`src/vram_host_consts.svh`:
```
// Register offsets, field positions and timing constants of the video DRAM host controller.
`ifndef VRAM_HOST_CONSTS_SVH
`define VRAM_HOST_CONSTS_SVH

`define CLK_PERIOD_NS     10
`define T_STROBE_NS       40
`define T_SERIAL_REC_NS   30
`define T_SC_HIGH_NS      20
`define STROBE_CYC        (((`T_STROBE_NS) + (`CLK_PERIOD_NS) - 1) / (`CLK_PERIOD_NS))
`define SERIAL_REC_CYC    (((`T_SERIAL_REC_NS) + (`CLK_PERIOD_NS) - 1) / (`CLK_PERIOD_NS))
`define SC_HIGH_CYC       (((`T_SC_HIGH_NS) + (`CLK_PERIOD_NS) - 1) / (`CLK_PERIOD_NS))
`define SYNC_CYC          2

`define REG_CMD           8'h00
`define REG_ROW           8'h04
`define REG_COL           8'h08
`define REG_MASK          8'h0C
`define REG_STATUS        8'h10
`define REG_SERIAL        8'h14

`define MASK_PLANE_LSB    0
`define MASK_COLSEL_LSB   4
`define STAT_BUSY         0
`define STAT_SERIAL_OUT   1
`define STAT_POINTER_SET  2
`define STAT_HALF         3
`define STAT_SERIAL_BUSY  4
`define STAT_REFUSED      5
`define STAT_DONE         6
`define ROW_TOP_BIT       8
`define OP_LAST           3'h5

`endif

```
`src/vram_host_pkg.sv`:
```
// Types shared by the video DRAM host controller modules.
package vram_host_pkg;

  typedef enum logic [3:0] {
    ST_IDLE     = 4'h0,
    ST_SETUP    = 4'h1,
    ST_RAS      = 4'h2,
    ST_COL      = 4'h3,
    ST_CAS      = 4'h4,
    ST_CAS_END  = 4'h5,
    ST_DT_RISE  = 4'h6,
    ST_RAS_END  = 4'h7,
    ST_RECOVER  = 4'h8
  } seq_state_type;

  typedef enum logic [2:0] {
    OP_BLOCK       = 3'h0,
    OP_BLOCK_MASK  = 3'h1,
    OP_READ_XFER   = 3'h2,
    OP_PSEUDO_XFER = 3'h3,
    OP_WRITE_XFER  = 3'h4,
    OP_SPLIT_READ  = 3'h5
  } op_type;

  typedef enum logic [1:0] {
    PH_IDLE  = 2'h0,
    PH_SETUP = 2'h1,
    PH_HIGH  = 2'h2,
    PH_LOW   = 2'h3
  } serial_phase_type;

  typedef struct packed {
    seq_state_type state;
    logic [7:0]    cnt;
    op_type        op;
    logic [8:0]    row;
    logic [8:0]    col;
    logic [3:0]    plane_mask;
    logic [3:0]    col_select;
    logic          pointer_set;
    logic          serial_out;
    logic          read_top;
    logic          refused;
    logic          done;
    logic          inhibit;
    logic          se_low;
    logic          serial_start;
    logic [3:0]    serial_wdata;
    logic          ras_n;
    logic          cas_n;
    logic          we_n;
    logic          xfer_n;
    logic          sff;
    logic [8:0]    addr;
    logic [3:0]    dq_out;
    logic          dq_oe;
    logic          wr_pend;
    logic [7:0]    wr_addr;
    logic [31:0]   hrdata;
    logic          half_meta;
    logic          half_sync;
  } ctrl_state_type;

  typedef struct packed {
    serial_phase_type phase;
    logic [7:0]       cnt;
    logic             sc;
    logic             se_n;
    logic [3:0]       sdq_out;
    logic             sdq_oe;
    logic [3:0]       rdata;
    logic [3:0]       meta;
    logic [3:0]       sync;
  } serial_state_type;

endpackage

```
`src/serial_bus_if.sv`:
```
// Link between the strobe sequencer and the serial port engine.
`timescale 1ns/1ps
interface serial_bus_if;
  logic       start;
  logic       drive;
  logic [3:0] wdata;
  logic       inhibit;
  logic       se_low;
  logic [3:0] rdata;
  logic       busy;

  modport ctrl (output start, drive, wdata, inhibit, se_low, input rdata, busy);
  modport engine (input start, drive, wdata, inhibit, se_low, output rdata, busy);
endinterface

```
`src/vram_host_ctrl.sv`:
```
// Host controller for a dual-port video DRAM: block writes and transfer cycles over AHB-Lite.
// Operation
// - Data pins at column strobe fall select which of the four columns get color.
// - Flag level at each column strobe fall picks block write or plain access.
// - Column strobe high and transfer strobe low at row fall mean transfer.
// - Transfer column sets serial start; read or pseudo transfer needed first.
// - Host raises the transfer strobe again to complete a read transfer.
// - Host keeps serial accesses apart from the transfer strobe rise.
// - Host releases serial pins before the first access after a read transfer.
// - Host keeps shift clock low during pseudo or write transfer, then waits.
// - Host waits after row strobe fall before driving serial pins in pseudo.
// - Write-back row top bit must match the row of the earlier read.
`timescale 1ns/1ps
`include "vram_host_consts.svh"
module vram_host_ctrl (
  // Clock and reset
  input  wire logic        hclk,
  input  wire logic        hresetn,
  // AHB-Lite slave
  input  wire logic        hsel,
  input  wire logic [31:0] haddr,
  input  wire logic [1:0]  htrans,
  input  wire logic        hwrite,
  input  wire logic [2:0]  hsize,
  input  wire logic [31:0] hwdata,
  input  wire logic        hready,
  output logic             hreadyout,
  output logic             hresp,
  output logic [31:0]      hrdata,
  // DRAM port pins
  output logic             ras_n,
  output logic             cas_n,
  output logic             we_n,
  output logic             transfer_or_output_strobe_n,
  output logic             special_function_flag,
  output logic [8:0]       addr,
  output logic [3:0]       dq_out,
  output logic             dq_oe,
  // Serial port pins
  output logic             serial_shift_clock,
  output logic             serial_port_enable_n,
  output logic [3:0]       sdq_out,
  output logic             sdq_oe,
  input  wire logic [3:0]  sdq_in,
  input  wire logic        half_indicator_output
);
  import vram_host_pkg::*;

  ctrl_state_type r;
  ctrl_state_type next_r;
  logic           hreadyout_q;
  serial_bus_if   sbus ();

  ////////////////////////////////////////////////////////////////////////////////

  function automatic logic [31:0] read_value(input logic [7:0] a, input ctrl_state_type s,
                                             input logic [3:0] srd, input logic sbusy);
    logic [31:0] v;
    v = 32'h0000_0000;
    case (a)
      `REG_CMD:    v[2:0] = s.op;
      `REG_ROW:    v[8:0] = s.row;
      `REG_COL:    v[8:0] = s.col;
      `REG_MASK:   v[7:0] = {s.col_select, s.plane_mask};
      `REG_STATUS: begin
        v[`STAT_BUSY] = (s.state != ST_IDLE);
        v[`STAT_SERIAL_OUT] = s.serial_out;
        v[`STAT_POINTER_SET] = s.pointer_set;
        v[`STAT_HALF] = s.half_sync;
        v[`STAT_SERIAL_BUSY] = sbusy;
        v[`STAT_REFUSED] = s.refused;
        v[`STAT_DONE] = s.done;
      end
      `REG_SERIAL: v[3:0] = srd;
      default:     v = 32'h0000_0000;
    endcase
    return v;
  endfunction

  function automatic logic is_transfer(input op_type o);
    return (o != OP_BLOCK) && (o != OP_BLOCK_MASK);
  endfunction

  ////////////////////////////////////////////////////////////////////////////////

  always_comb begin
    next_r = r;
    next_r.serial_start = 1'b0;
    next_r.half_meta = half_indicator_output;
    next_r.half_sync = r.half_meta;

    // Address phase: read data is prepared here so the slave never inserts waits.
    next_r.wr_pend = 1'b0;
    if (hsel && htrans[1] && hready) begin
      next_r.wr_pend = hwrite;
      next_r.wr_addr = haddr[7:0];
      next_r.hrdata = read_value(haddr[7:0], r, sbus.rdata, sbus.busy);
    end

    // Data phase of a write.
    if (r.wr_pend) begin
      case (r.wr_addr)
        `REG_ROW:  next_r.row = hwdata[8:0];
        `REG_COL:  next_r.col = hwdata[8:0];
        `REG_MASK: begin
          next_r.plane_mask = hwdata[`MASK_PLANE_LSB +: 4];
          next_r.col_select = hwdata[`MASK_COLSEL_LSB +: 4];
        end
        `REG_STATUS: begin
          if (hwdata[`STAT_REFUSED]) begin
            next_r.refused = 1'b0;
          end
          if (hwdata[`STAT_DONE]) begin
            next_r.done = 1'b0;
          end
        end
        `REG_CMD: begin
          // same top row bit
          // A write transfer that would land on the other half row is refused.
          if (r.state != ST_IDLE || hwdata[2:0] > `OP_LAST ||
              (op_type'(hwdata[2:0]) == OP_WRITE_XFER &&
               r.row[`ROW_TOP_BIT] != r.read_top)) begin
            next_r.refused = 1'b1;
          end else begin
            next_r.op = op_type'(hwdata[2:0]);
            next_r.state = ST_SETUP;
            next_r.cnt = 8'(`STROBE_CYC);
            next_r.done = 1'b0;
            next_r.addr = r.row;
            next_r.ras_n = 1'b1;
            next_r.cas_n = 1'b1;
            // decode levels set
            // All decode levels but the serial enable, which follows one cycle later, are settled a full strobe time
            // before the row strobe falls and stay put until the column address goes out.
            if (is_transfer(op_type'(hwdata[2:0]))) begin
              next_r.xfer_n = 1'b0;
              next_r.inhibit = 1'b1;
              next_r.dq_oe = 1'b0;
              next_r.we_n = (op_type'(hwdata[2:0]) == OP_READ_XFER ||
                             op_type'(hwdata[2:0]) == OP_SPLIT_READ);
              next_r.sff = (op_type'(hwdata[2:0]) == OP_SPLIT_READ);
              next_r.se_low = (op_type'(hwdata[2:0]) == OP_WRITE_XFER);
            end else begin
              next_r.xfer_n = 1'b1;
              next_r.sff = 1'b0;
              next_r.we_n = (op_type'(hwdata[2:0]) == OP_BLOCK);
              next_r.dq_out = r.plane_mask;
              next_r.dq_oe = (op_type'(hwdata[2:0]) == OP_BLOCK_MASK);
            end
          end
        end
        `REG_SERIAL: begin
          // start pointer first
          // No shift clock before a read or pseudo transfer has set the start pointer.
          if (!r.pointer_set || r.inhibit || sbus.busy) begin
            next_r.refused = 1'b1;
          end else begin
            next_r.serial_start = 1'b1;
            next_r.serial_wdata = hwdata[3:0];
          end
        end
        default: begin
          next_r.refused = r.refused;
        end
      endcase
    end

    // Strobe sequencer.
    if (r.state != ST_IDLE && r.cnt > 8'h01) begin
      next_r.cnt = r.cnt - 8'h01;
    end else begin
      next_r.cnt = 8'(`STROBE_CYC);
      case (r.state)
        ST_IDLE: begin
          next_r.cnt = 8'(`STROBE_CYC);
        end
        ST_SETUP: begin
          next_r.state = ST_RAS;
          next_r.ras_n = 1'b0;
        end
        ST_RAS: begin
          next_r.state = ST_COL;
          next_r.addr = r.col;
          if (!is_transfer(r.op)) begin
            next_r.addr = {r.col[8:2], 2'b00};
            next_r.sff = 1'b1;
            next_r.dq_out = r.col_select;
            next_r.dq_oe = 1'b1;
            next_r.we_n = 1'b0;
          end
        end
        ST_COL: begin
          if (!is_transfer(r.op)) begin
            next_r.state = ST_CAS;
            next_r.cas_n = 1'b0;
          end else if (r.op == OP_READ_XFER) begin
            next_r.state = ST_DT_RISE;
            next_r.xfer_n = 1'b1;
          end else begin
            next_r.state = ST_RAS_END;
            next_r.ras_n = 1'b1;
          end
        end
        ST_CAS: begin
          next_r.state = ST_CAS_END;
          next_r.cas_n = 1'b1;
          next_r.sff = 1'b0;
          next_r.we_n = 1'b1;
          next_r.dq_oe = 1'b0;
        end
        ST_CAS_END, ST_DT_RISE: begin
          next_r.state = ST_RAS_END;
          next_r.ras_n = 1'b1;
        end
        ST_RAS_END: begin
          next_r.xfer_n = 1'b1;
          next_r.sff = 1'b0;
          next_r.we_n = 1'b1;
          next_r.dq_oe = 1'b0;
          next_r.se_low = 1'b0;
          next_r.state = ST_RECOVER;
          next_r.cnt = 8'(`SERIAL_REC_CYC);
        end
        ST_RECOVER: begin
          // serial kept apart
          // For transfers the serial port stays blocked from setup through this wait, which covers
          // both sides of the transfer strobe rise and the recovery after row rise.
          next_r.state = ST_IDLE;
          next_r.inhibit = 1'b0;
          next_r.done = 1'b1;
          if (r.op == OP_READ_XFER) begin
            next_r.serial_out = 1'b1;
          end else if (r.op == OP_PSEUDO_XFER || r.op == OP_WRITE_XFER) begin
            next_r.serial_out = 1'b0;
          end
          if (r.op == OP_READ_XFER || r.op == OP_PSEUDO_XFER) begin
            next_r.pointer_set = 1'b1;
          end
          if (r.op == OP_READ_XFER || r.op == OP_SPLIT_READ) begin
            next_r.read_top = r.row[`ROW_TOP_BIT];
          end
        end
        default: begin
          next_r.state = ST_IDLE;
          next_r.inhibit = 1'b0;
        end
      endcase
    end
  end

  ////////////////////////////////////////////////////////////////////////////////

  always_ff @(posedge hclk or negedge hresetn) begin
    if (!hresetn) begin
      r <= '{state: ST_IDLE, op: OP_BLOCK, ras_n: 1'b1, cas_n: 1'b1, we_n: 1'b1,
             xfer_n: 1'b1, default: '0};
      hreadyout_q <= 1'b0;
    end else begin
      r <= next_r;
      hreadyout_q <= 1'b1;
    end
  end

  // The engine's own shift logic relies on the device pointer stepping per rise.
  // one rise per access
  serial_port_engine u_serial (
    .hclk                 (hclk),
    .hresetn              (hresetn),
    .sbus                 (sbus),
    .serial_shift_clock   (serial_shift_clock),
    .serial_port_enable_n (serial_port_enable_n),
    .sdq_out              (sdq_out),
    .sdq_oe               (sdq_oe),
    .sdq_in               (sdq_in)
  );

  // colors preloaded
  // Color registers are loaded by other cycles; this host only uses them.
  assign sbus.start = r.serial_start;
  assign sbus.drive = !r.serial_out;
  assign sbus.wdata = r.serial_wdata;
  assign sbus.inhibit = r.inhibit;
  assign sbus.se_low = r.se_low;

  assign hreadyout = hreadyout_q;
  assign hresp = 1'b0;
  assign hrdata = r.hrdata;
  assign ras_n = r.ras_n;
  assign cas_n = r.cas_n;
  assign we_n = r.we_n;
  assign transfer_or_output_strobe_n = r.xfer_n;
  assign special_function_flag = r.sff;
  assign addr = r.addr;
  assign dq_out = r.dq_out;
  assign dq_oe = r.dq_oe;
endmodule

```
`src/serial_port_engine.sv`:
```
// Serial port engine: one shift clock per access, drives or samples the serial pins.
`timescale 1ns/1ps
`include "vram_host_consts.svh"
module serial_port_engine (
  // Clock and reset
  input  wire logic       hclk,
  input  wire logic       hresetn,
  // Sequencer side
  serial_bus_if.engine    sbus,
  // Serial pins
  output logic            serial_shift_clock,
  output logic            serial_port_enable_n,
  output logic [3:0]      sdq_out,
  output logic            sdq_oe,
  input  wire logic [3:0] sdq_in
);
  import vram_host_pkg::*;

  serial_state_type r;
  serial_state_type next_r;

  always_comb begin
    next_r = r;
    next_r.meta = sdq_in;
    next_r.sync = r.meta;
    // hold clock low
    // While a transfer holds the row strobe low the shift clock never rises and the
    // enable takes the level that the transfer decode expects.
    if (r.phase == PH_IDLE) begin
      next_r.se_n = !sbus.se_low;
    end
    case (r.phase)
      PH_IDLE: begin
        next_r.sc = 1'b0;
        next_r.sdq_oe = 1'b0;
        if (sbus.start && !sbus.inhibit) begin
          next_r.phase = PH_SETUP;
          next_r.se_n = 1'b0;
          next_r.sdq_out = sbus.wdata;
          next_r.sdq_oe = sbus.drive;
          next_r.cnt = 8'(`SC_HIGH_CYC);
        end
      end
      PH_SETUP: begin
        next_r.phase = PH_HIGH;
        next_r.sc = 1'b1;
      end
      PH_HIGH: begin
        if (r.cnt <= 8'h01) begin
          next_r.phase = PH_LOW;
          next_r.sc = 1'b0;
          next_r.cnt = 8'(`SC_HIGH_CYC + `SYNC_CYC);
        end else begin
          next_r.cnt = r.cnt - 8'h01;
        end
      end
      PH_LOW: begin
        if (r.cnt <= 8'h01) begin
          next_r.phase = PH_IDLE;
          next_r.rdata = r.sync;
          // release before access
          // Drive is dropped after every access so the pins are left undriven until the next access starts.
          next_r.sdq_oe = 1'b0;
          next_r.se_n = 1'b1;
        end else begin
          next_r.cnt = r.cnt - 8'h01;
        end
      end
      default: begin
        next_r.phase = PH_IDLE;
      end
    endcase
  end

  always_ff @(posedge hclk or negedge hresetn) begin
    if (!hresetn) begin
      r <= '{phase: PH_IDLE, se_n: 1'b1, default: '0};
    end else begin
      r <= next_r;
    end
  end

  assign serial_shift_clock = r.sc;
  assign serial_port_enable_n = r.se_n;
  assign sdq_out = r.sdq_out;
  assign sdq_oe = r.sdq_oe;
  assign sbus.rdata = r.rdata;
  assign sbus.busy = (r.phase != PH_IDLE);
endmodule

```
`config.mk`:
```
export PLATFORM = sky130hd
export DESIGN_NAME = vram_host_ctrl
export DESIGN_NICKNAME = d
export VERILOG_FILES = /design/src/vram_host_pkg.sv /design/src/serial_bus_if.sv /design/src/vram_host_ctrl.sv /design/src/serial_port_engine.sv
export VERILOG_INCLUDE_DIRS = /design/src
export SDC_FILE = /design/constraint.sdc
export NUM_CORES = 1
export LEC_CHECK = 0
export ABC_AREA = 1
export BUFFER_PORTS_ARGS = -buffer_cell sky130_fd_sc_hd__buf_2
export CAP_MARGIN = 30
export CORE_UTILIZATION = 30
export DETAILED_ROUTE_END_ITERATION = 12
export PLACE_DENSITY = 0.59
export SLEW_MARGIN = 25
export SYNTH_ARGS = -nofsm -noshare
export SYNTH_HDL_FRONTEND = slang
export SYNTH_SLANG_ARGS = --single-unit
```
`constraint.sdc`:
```
create_clock -name hclk -period 1.47 [get_ports hclk]
set_input_delay 0.0735 -clock hclk [delete_from_list [all_inputs] [get_ports hclk]]
set_output_delay 0.0735 -clock hclk [all_outputs]
set_load 0.03 [all_outputs]
```
# After elaboration in Yosys (flattened, before gate mapping)

Cells that the tools add are included.

Register bits: 122
Bits in latches: 0
RAM bits: 0
Memory bits (read-only): 0
Bits of input ports: 79
Output and inout port bits: 60
Logic and storage cells: 208
Memories kept: 0

Add/subtract/negate cells: 2
Multiply operators: 0
Divide/modulo/power cells: 0
$lt $le $gt $ge: 3
Equal/unequal tests: 39
Shift-type cells: 0
Mux-type cells: 71
Bitwise logic cells: 3
Reductions and logical operators: 51

Operator list:

| operator                                                           | number |
|---|---|
| 41-bit two-way mux                                                 | 2 |
| 19-bit two-way mux                                                 | 3 |
| 15-bit two-way mux                                                 | 3 |
| 8-bit by 4-bit == test with 1-bit output, second input constant    | 4 |
| 8-bit by 5-bit == test with 1-bit output, second input constant    | 4 |
| 8-bit two-way mux                                                  | 4 |
| 4-bit case mux with 7 select lines                                 | 1 |
| 27-bit two-way mux                                                 | 1 |
| 8-bit case mux with 3 select lines                                 | 1 |
| 3-bit AND reduction                                                | 7 |
| 1-bit two-way mux                                                  | 20 |
| 9-bit two-way mux                                                  | 2 |
| 1-bit case mux with 2 select lines                                 | 9 |
| 3-bit case mux with 6 select lines                                 | 1 |
| 4-bit by 3-bit == test with 1-bit output, second input constant    | 4 |
| 8-bit by 3-bit == test with 1-bit output, second input constant    | 2 |
| 8-bit logical NOT                                                  | 2 |
| 8-bit by 1-bit subtractor with 8-bit output, second input constant | 2 |
| 5-bit two-way mux                                                  | 3 |
| 3-bit nonzero test                                                 | 5 |
| 2-bit AND reduction                                                | 7 |
| 13-bit two-way mux                                                 | 1 |
| 3-bit == test, second input constant                               | 4 |
| 3-bit two-way mux                                                  | 4 |
| 34 further kinds                                                   | 73 |

# Longest topological paths before layout

Gate-level depths: netlist (run 1).

Word-level depth: 10
Mapped depth: 11
Mapped depth without buffers: 11

# Cells and area by module

From an unflattened synthesis (run 1), not the netlist that was laid out.

Cell total of the unflattened synthesis: 827
Area total of the unflattened synthesis: 6498.7 sq um

Modules (own cells, without submodules):

| module             | times used | cells an instance | area each (sq um) | sequential area each (sq um) |
|---|---|---|---|---|
| vram_host_ctrl     | 1          | 649               | 4998.5            | 2332.2 |
| serial_port_engine | 1          | 178               | 1500.2            | 726.9 |

# Worst setup path after synthesis (run 1)

OpenSTA, ideal clock, no wires.

Kind: reg2reg
From: register r[103] (netlist bit)
To: register r[110] (netlist bit)
Setup time: 0.086 ns
Arrival: 1.536 ns
Data required time: 1.384 ns
Path slack: -0.152 ns
Stages on the path, launching flop included: 8
Buffers on the path: 1
Clock period less this slack: 1.622 ns
Cells stage by stage: dfrtp_1 > inv_1 > ha_1 > or2_2 > nand4_4 > nand2_1 > buf_4 > nor3_1

RTL lines:

| element                | line                  | RTL |
|---|---|---|
| from (decl)            | vram_host_ctrl.sv:49  | `ctrl_state_type r;` |
| from (signal assigned) | vram_host_ctrl.sv:255 | `r <= '{state: ST_IDLE, op: OP_BLOCK, ras_n: 1'b1, cas_n: 1'b1, we_n: 1'b1,` |
| from (signal assigned) | vram_host_ctrl.sv:259 | `r <= next_r;` |

# Worst setup path after layout (run 1)

From: register r[104] (netlist bit)
To: register r[73] (netlist bit)

Word-level cells in the longest chain between the ends: 4

RTL lines:

| element                                                  | line                  | RTL |
|---|---|---|
| 8-bit by 1-bit greater-than comparator with 1-bit output | vram_host_ctrl.sv:169 | `if (r.state != ST_IDLE && r.cnt > 8'h01) begin` |
| 1-bit logical AND                                        | vram_host_ctrl.sv:169 |  |
| 1-bit inverter (no line)                                 | -                     |  |
| 3-bit AND reduction (no line)                            | -                     |  |

No other way between the ends.
A chain may end at the register's enable or synchronous reset.

==> summary.md, run 1 <==
| Metric | Value |
|---|---|
| Combinational family with the most area after synthesis | `simple AND/OR/NAND/NOR gates` |
| Transition time of the tightest slew-check pin | `0.674 ns` |
| Gate count after technology mapping | `803` |
| Pin count of the biggest net entering global routing | `35` |
| Core region area | `roughly 0.021 sq mm` |
| Antenna fix cells | `0` |
| Ranking of synthesized cells by area | `sky130_fd_sc_hd__dfrtp_1 (45%), sky130_fd_sc_hd__nand2_1 (12%), sky130_fd_sc_hd__o21ai_0 (6.3%)` |
| Final clock skew | `0.00623 ns` |
| Post-synthesis share of cell area spent on xor and xnor gates | `0.00814` |
| Largest fanout of any net on the critical path | `6` |
| Clock latency at the later pin of the worst-skew pair | `0.42 ns` |
| Area fraction in and, or, nand and nor cells after synthesis | `0.256` |
| Effective utilization at floorplan | `0.307` |
| Vert. Die Dim | `149 um` |
| Routed WL | `17,900 um` |
| TritonCTS buffer count | `17` |
| Die extent in x | `approximately 150 um` |
| Utilization of the core after routing | `0.436` |
| First-pass GRT wire length | `around 28,000 um` |
| Global-route usage over all layers | `0.163` |
| Worst slack on hold paths | `-0.00865 ns` |
| Count of warnings emitted by yosys | `0` |
| WL met3 | `774 um` |
| Kind of end point of the critical path | `flop` |
| Die outline area | `~0.022 sq mm` |
| Max Root-Sink Buffers | `2` |
| Worst max-slew margin expressed relative to the limit | `0.549` |
| Via count of the first global-routing pass | `~5,500` |
| Synth Register Bits | `122` |
| Number of clock sinks | `122` |
| Total overflow reported by the global router | `0` |
| Max Cap Viol | `0` |
| Worst vdd ir | `651 uV` |
| Synth Cell Area | `0.00645 sq mm` |
| Worst Hold Depth | `3` |
| Detailed-placement wirelength estimate | `approximately 12,000 um` |
| Remaining number of nets flagged by the antenna check after routing | `0` |
| Share of Yosys cell area claimed by the top area cell type | `0.454` |
| Unique masters post-synth | `46` |
| Period Utilization, post-route | `1.07` |
| Number of placed I/O pins | `around 140` |
| Post-route setup slack | `-0.104 ns` |
| Avg WL per Cell | `14.1 um` |
| Clock transition at the registers of the reported paths | `0.05 ns` |
| Achievable Freq | `635 MHz` |
| Reported leakage power | `~4.7 nW` |
| Final Setup Violations | `36` |
| Leading cell type in the layout, fill and taps excluded | `sky130_fd_sc_hd__nand2_1` |
| Register-to-register setup slack | `-0.10 ns` |
| Mean Syn Cell Area | `8.04 sq um` |
| CP arrival | `1.93 ns` |
| Share of synthesized area occupied by flip-flops and latches | `0.474` |
| Drc violations | `0` |
| Clock tree root driver cell | `sky130_fd_sc_hd__clkbuf_16` |
| Critical Path Source Type | `flop` |
| Maximum level of the CTS H-tree | `4` |
| Initial antenna violation count | `0` |
| Area added between synthesis and finish | `42.1%` |
| Run status | `finished, violations left` |
| Placer congestion estimate | `0.878` |
| Final Slew Violations | `0` |
| Number of design-rule violations left by the first detailed-router iteration | `283` |
| Post-synthesis async set-or-reset flop share | `1.00` |
| Number of flops mapped to enable cells by yosys | `0` |
| Compound-gate portion of the synthesized area | `0.107` |
| Critical setup path kind | `reg -> reg` |
| Mean number of vias per cell | `4.50` |
| Wire length on met2 | `8880 um` |
| Mux share of post-synthesis cell area | `0` |
| Unrepaired setup endpoints after global routing | `true` |
| Commonest cells after routing, fill and taps aside | `sky130_fd_sc_hd__nand2_1 (174), sky130_fd_sc_hd__dfrtp_1 (117), sky130_fd_sc_hd__buf_4 (93), sky130_fd_sc_hd__inv_1 (86), sky130_fd_sc_hd__buf_2 (58)` |
| Worst R2R Path Depth | `9` |
| WL met1 | `8060 um` |
| Crit path required time | `roughly 1.8 ns` |
| Buffers on Ports | `between 60 and 70` |
| Main synth FF type | `sky130_fd_sc_hd__dfrtp_1` |
| Final net count | `between 1,000 and 1,500` |
| Uppermost routed layer | `met4` |
| Largest area contributor in the netlist | `sky130_fd_sc_hd__dfrtp_1` |
| Final TNS setup | `-1.57 ns` |
| Class of the worst hold path | `in -> reg` |
| TritonCTS clock tree | `yes` |
| Post-Synth Adder-Cell Area | `0.0175` |
| Final count of hold timing violations | `1` |
| Layout cells sized above 1 | `0.369` |
| Power density normalized to cell area | `1340 mW/mm^2` |
| Final critical path time including I/O delays and setup | `between 1.5 and 2 ns` |
| Number of placement rows | `between 50 and 60` |
| Total number of vias | `5,708` |
| Drt pass-1 iters | `4` |
| Violations in the final reports | `hold timing, setup timing` |
-- registers in the layout (all words and copies together), names as in the netlist, 4 cells and up --
register,flops
addr,9
dq_out,4
hrdata,9
r,56
sbus.wdata,4
u_serial.next_r,4
u_serial.r,14
u_serial.sbus.rdata,4
u_serial.sdq_out,4
-- through the flow --
stage | instance area, sq um | std cells | setup WS (ns) | total power [W]
floorplan | 6580 | 826 | -0.0209 | 0.00655
global placement | 7580 | 1196 | -0.0871 | 0.00760
detailed placement | 7580 | 1196 | -0.124 | 0.00765
CTS | 8620 | 1258 | -0.0853 | 0.0122
global route | 9170 | 1268 | -0.199 | 0.0129
finish | 9170 | 1268 | -0.104 | 0.0123
-- worst max-delay path: stages (launching register included) --
cell and delay [ns]:
sky130_fd_sc_hd__dfrtp_1 0.38, sky130_fd_sc_hd__inv_2 0.09, sky130_fd_sc_hd__ha_2 0.16, sky130_fd_sc_hd__or2_4 0.12, sky130_fd_sc_hd__nand4_4 0.13, sky130_fd_sc_hd__buf_4 0.19
sky130_fd_sc_hd__nor4_4 0.16, sky130_fd_sc_hd__buf_4 0.17, sky130_fd_sc_hd__nand2_1 0.05, sky130_fd_sc_hd__nand2_1 0.05
-- cell families (layout without fill, tap and decap cells) --
group                      Yosys count  count (layout)
AOI/OAI and AO/OA                  120             120
xor gates and xnor gates             6               6
adders and majority gates            9               9
buffers and inverters              176             343
DFF                                122             122
other                                2              25
and+or+nand+nor                    368             368
-- power breakdown --
group,leakage [nW],switching [W],internal (W),total (W)
clock,0.294,0.00148,0.00279,0.00426
sequential,1.43,0.000374,0.00387,0.00425
combinational,2.93,0.00223,0.00153,0.00376
total,4.66,0.00408,0.00819,0.0123
-- cell usage after synthesis (all sizes together), types with 2 or more instances --
cell	instances
dfstp	5
o21a	2
o21ai	83
nor3	10
inv	107
or2	3
nand2	215
o211ai	4
nor2	62
clkinv	4
a31oi	3
o22ai	5
a21oi	17
nand3	62
dfrtp	117
nor4	3
clkbuf	9
o2111ai	4
buf	56
conb	2
xor2	5
ha	9
nand4	12
-- layout make-up --
class	count	area (sq um)
Tap cell	275	344
Fill cell	2019	11900
Timing Repair Buffer	200	1640
Multi-Input combinational cell	528	3090
Inverter	111	443
Sequential cell	122	3060
Clock inverter	8	118
Clock buffer	24	482
-- worst paths after layout --
| path | endpoint | startpoint |
|---|---|---|
| worst max-delay path | r[73] | r[104] |
| worst min-delay path | r[96] | hwdata[5] |
| worst max register to register | r[73] | r[104] |
| worst min register to register | u_serial.r[2] | u_serial.next_r[2] |
| max in group asynchronous | transfer_or_output_strobe_n | hresetn |
| min in group asynchronous | hreadyout | hresetn |
-- metal layers --
layer | vias to the layer above | global-route usage
li1 | 2859 | -
met1 | 2717 | 0.210
met2 | 117 | 0.269
met3 | 15 | 0.0402
met4 | 0 | 0.0464
met5 | - | 0
-- repair_timing --
item                       4_1_cts  5_1_grt
cloned                           1        5
buffers inserted                11       11
pin swaps                       18       37
setup endpoints to repair       50       83
hold buffers                    18        0
hold endpoints to repair        52        0
resized for setup               66      130
Power figures use the tool's default switching activity.
==> inputs of run 2 (changes only) <==
--- a/config.mk
+++ b/config.mk
@@ -11,7 +11,7 @@
 export CAP_MARGIN = 30
 export CORE_UTILIZATION = 30
 export DETAILED_ROUTE_END_ITERATION = 12
-export PLACE_DENSITY = 0.59
+export PLACE_DENSITY_LB_ADDON = 0.05
 export SLEW_MARGIN = 25
 export SYNTH_ARGS = -nofsm -noshare
 export SYNTH_HDL_FRONTEND = slang
==> summary.md, run 2 (synthesis results as in run 1) <==
| Metric | Value |
|---|---|
| Run status | `finished, violations left (unchanged)` |
| Violations in the final reports | `setup timing (was hold timing, setup timing)` |
| TritonCTS buffer count | `17 (unchanged)` |
| CP arrival | `1.89 ns (was 1.93 ns)` |
| Number of design-rule violations left by the first detailed-router iteration | `268 (was 283)` |
| Global-route usage over all layers | `0.180 (was 0.163)` |
| Maximum level of the CTS H-tree | `4 (unchanged)` |
| Transition time of the tightest slew-check pin | `0.627 ns (was 0.674 ns)` |
| Number of placed I/O pins | `139 (unchanged)` |
| Critical Path Source Type | `flop (unchanged)` |
| Via count of the first global-routing pass | `5,592 (was 5,508)` |
| Drc violations | `0 (unchanged)` |
| Final net count | `1,063 (was 1,068)` |
| Placer congestion estimate | `0.812 (was 0.878)` |
| Post-route setup slack | `-0.119 ns (was -0.104 ns)` |
| Power density normalized to cell area | `1420 mW/mm^2 (was 1340 mW/mm^2)` |
| Critical-path cell with the highest stage delay | `sky130_fd_sc_hd__dfrtp_1 (unchanged)` |
| Pin count of the biggest net entering global routing | `83 (was 35)` |
| Delay of the slowest critical-path stage | `0.43 ns (was 0.38 ns)` |
| Clock tree root driver cell | `sky130_fd_sc_hd__clkbuf_16 (unchanged)` |
| Mean number of vias per cell | `4.49 (was 4.50)` |
| TritonCTS clock tree | `yes (unchanged)` |
| Detailed-placement wirelength estimate | `13,800 um (was 12,500 um)` |
| Worst max-slew margin expressed relative to the limit | `0.580 (was 0.549)` |
| Final Slew Violations | `0 (unchanged)` |
| Period Utilization, post-route | `1.08 (was 1.07)` |
| Instance area after placement | `0.00755 sq mm (was 0.00758 sq mm)` |
| Largest registers ranked by flip-flop count | `r: 56 flops, u_serial.r: 14 flops (unchanged)` |
| Kind of end point of the critical path | `flop (unchanged)` |
| Clock latency at the later pin of the worst-skew pair | `0.42 ns (about the same)` |
| Total number of vias | `5,676 (was 5,708)` |
| Leading cell type in the layout, fill and taps excluded | `sky130_fd_sc_hd__nand2_1 (unchanged)` |
| Reported leakage power | `4.65 nW (was 4.66 nW)` |
| Initial antenna violation count | `0 (unchanged)` |
| Antenna fix cells | `0 (unchanged)` |
| Total overflow reported by the global router | `0 (unchanged)` |
| Register with the most flip-flops | `r (unchanged)` |
| Utilization of the core after routing | `0.432 (was 0.436)` |
| Die extent in x | `149 um (unchanged)` |
| Number of placement rows | `53 (unchanged)` |
| Clock transition at the registers of the reported paths | `0.06 ns (was 0.05 ns)` |
| Cell area after layout | `0.00908 sq mm (was 0.00917 sq mm)` |
| Vert. Die Dim | `149 um (unchanged)` |
| Die outline area | `0.0221 sq mm (unchanged)` |
| Worst Hold Depth | `3 (unchanged)` |
| Routed WL | `18,900 um (was 17,900 um)` |
| Max Root-Sink Buffers | `2 (unchanged)` |
| Final clock skew | `0.00928 ns (was 0.00623 ns)` |
| Unrepaired setup endpoints after global routing | `true (unchanged)` |
| Class of the worst hold path | `in -> reg (unchanged)` |
| Final count of hold timing violations | `0 (was 1)` |
| Worst vdd ir | `920 uV (was 651 uV)` |
| Number of clock sinks | `122 (unchanged)` |
| First-pass GRT wire length | `30,100 um (was 27,600 um)` |
| Most used cell, CP | `sky130_fd_sc_hd__a21oi_1` |
| Max Cap Viol | `0 (unchanged)` |
| Avg WL per Cell | `15.0 um (was 14.1 um)` |
| Final TNS setup | `-2.27 ns (was -1.57 ns)` |
| Remaining number of nets flagged by the antenna check after routing | `0 (unchanged)` |
| Effective utilization at floorplan | `0.307 (unchanged)` |
| Crit path required time | `1.77 ns (was 1.83 ns)` |
| Layout cells sized above 1 | `0.354 (was 0.369)` |
| Final Setup Violations | `35 (was 36)` |
| Final critical path time including I/O delays and setup | `1.59 ns (was 1.57 ns)` |
| Critical-path cell list | `inv_2 -> ha_4 -> or2_4 -> nand4_4 -> nor2_4 -> inv_6 -> a21oi_1 -> a21oi_1 (was inv_2 -> ha_2 -> or2_4 -> nand4_4 -> buf_4 -> nor4_4 -> buf_4 -> nand2_1 -> nand2_1)` |
| Achievable Freq | `629 MHz (was 635 MHz)` |
| Number of flip-flops in the largest register | `56 (unchanged)` |
| Core region area | `0.0210 sq mm (unchanged)` |
| Area added between synthesis and finish | `40.8% (was 42.1%)` |
| Drt pass-1 iters | `4 (unchanged)` |
| Buffers on Ports | `63 (unchanged)` |
| Commonest cells after routing, fill and taps aside | `sky130_fd_sc_hd__nand2_1 (182), sky130_fd_sc_hd__dfrtp_1 (117), sky130_fd_sc_hd__buf_4 (92), sky130_fd_sc_hd__inv_1 (91), sky130_fd_sc_hd__buf_2 (62) (was sky130_fd_sc_hd__nand2_1 (174), sky130_fd_sc_hd__dfrtp_1 (117), sky130_fd_sc_hd__buf_4 (93), sky130_fd_sc_hd__inv_1 (86), sky130_fd_sc_hd__buf_2 (58))` |
| Critical setup path kind | `reg -> reg (unchanged)` |
| Largest fanout of any net on the critical path | `13 (was 6)` |
| Worst R2R Path Depth | `8 (was 9)` |
-- run 2: cell types whose count changed in the layout (fill, tap and decap cells not counted), sizes merged --
cell / change
clkinvlp: +1
nor2: +1
clkbuf: -5
bufinv: +2
dlygate4sd3: +3
dlymetal6s4s: -2
buf: -5
-- run 2: metal layers --
metal / track usage / up-vias / wire length, um
li1: - / 2840 / -
met1: 0.244 / 2710 / 9170
met2: 0.284 / 111 / 8890
met3: 0.0405 / 15 / 620
met4: 0.0531 / 0 / 249
met5: 0 / - / 0
-- run 2: metrics by stage --
step	instances	power, W	hold WS (ns)	setup slack, ns
2_1_floorplan	826	0.00655	-0.222	-0.0209
3_5_place_dp	1194	0.00759	0.159	-0.144
3_3_place_gp	1194	0.00757	0.157	-0.129
6_report	1263	0.0129	0.0236	-0.119
4_1_cts	1258	0.0126	0.00141	-0.0918
5_1_grt	1263	0.0137	0.0196	-0.207
-- run 2: worst paths after layout --
path / start / end / slack, ns
min reg2reg: u_serial.next_r[1] / u_serial.r[1] / 0.35
max: r[103] / addr[1] / -0.12
min: hwdata[5] / r[87] / 0.02
min in group asynchronous: hresetn / u_serial.serial_shift_clock / 0.21
max in group asynchronous: hresetn / hrdata[7] / 0.81
max reg2reg: r[103] / addr[1] / -0.12
-- run 2: where the power goes --
group	leakage (nW)	switching [W]	internal, W	total, W
combinational	2.90	0.00237	0.00164	0.00400
sequential	1.43	0.000355	0.00387	0.00423
clock	0.313	0.00161	0.00310	0.00470
-- run 2: what timing repair did --
action,4_1_cts,5_1_grt
setup endpoints to repair,55,73
hold buffers,19,0
buffers inserted,11,6
resized for setup,77,97
endpoints found under the hold margin,140,0
cloned,2,1
pin swaps,28,32
-- run 2: cell type report --
cell class	instances	area (sq um)
fillers	2125	11900
multi-input cells	529	3090
flip-flops and latches	122	3060
repair buffers	194	1510
clock buffers	21	460
inverters	111	432
well taps	275	344
clock inverters	11	193
-- run 2: critical path: cells and delay by family, from the launching register on --
family | cells | cell delay [ns]
and+or+nand+nor | 3 | 0.52
DFF | 1 | 0.43
buffers and inverters | 2 | 0.20
AOI/OAI and AO/OA | 2 | 0.20
adders and majority gates | 1 | 0.12
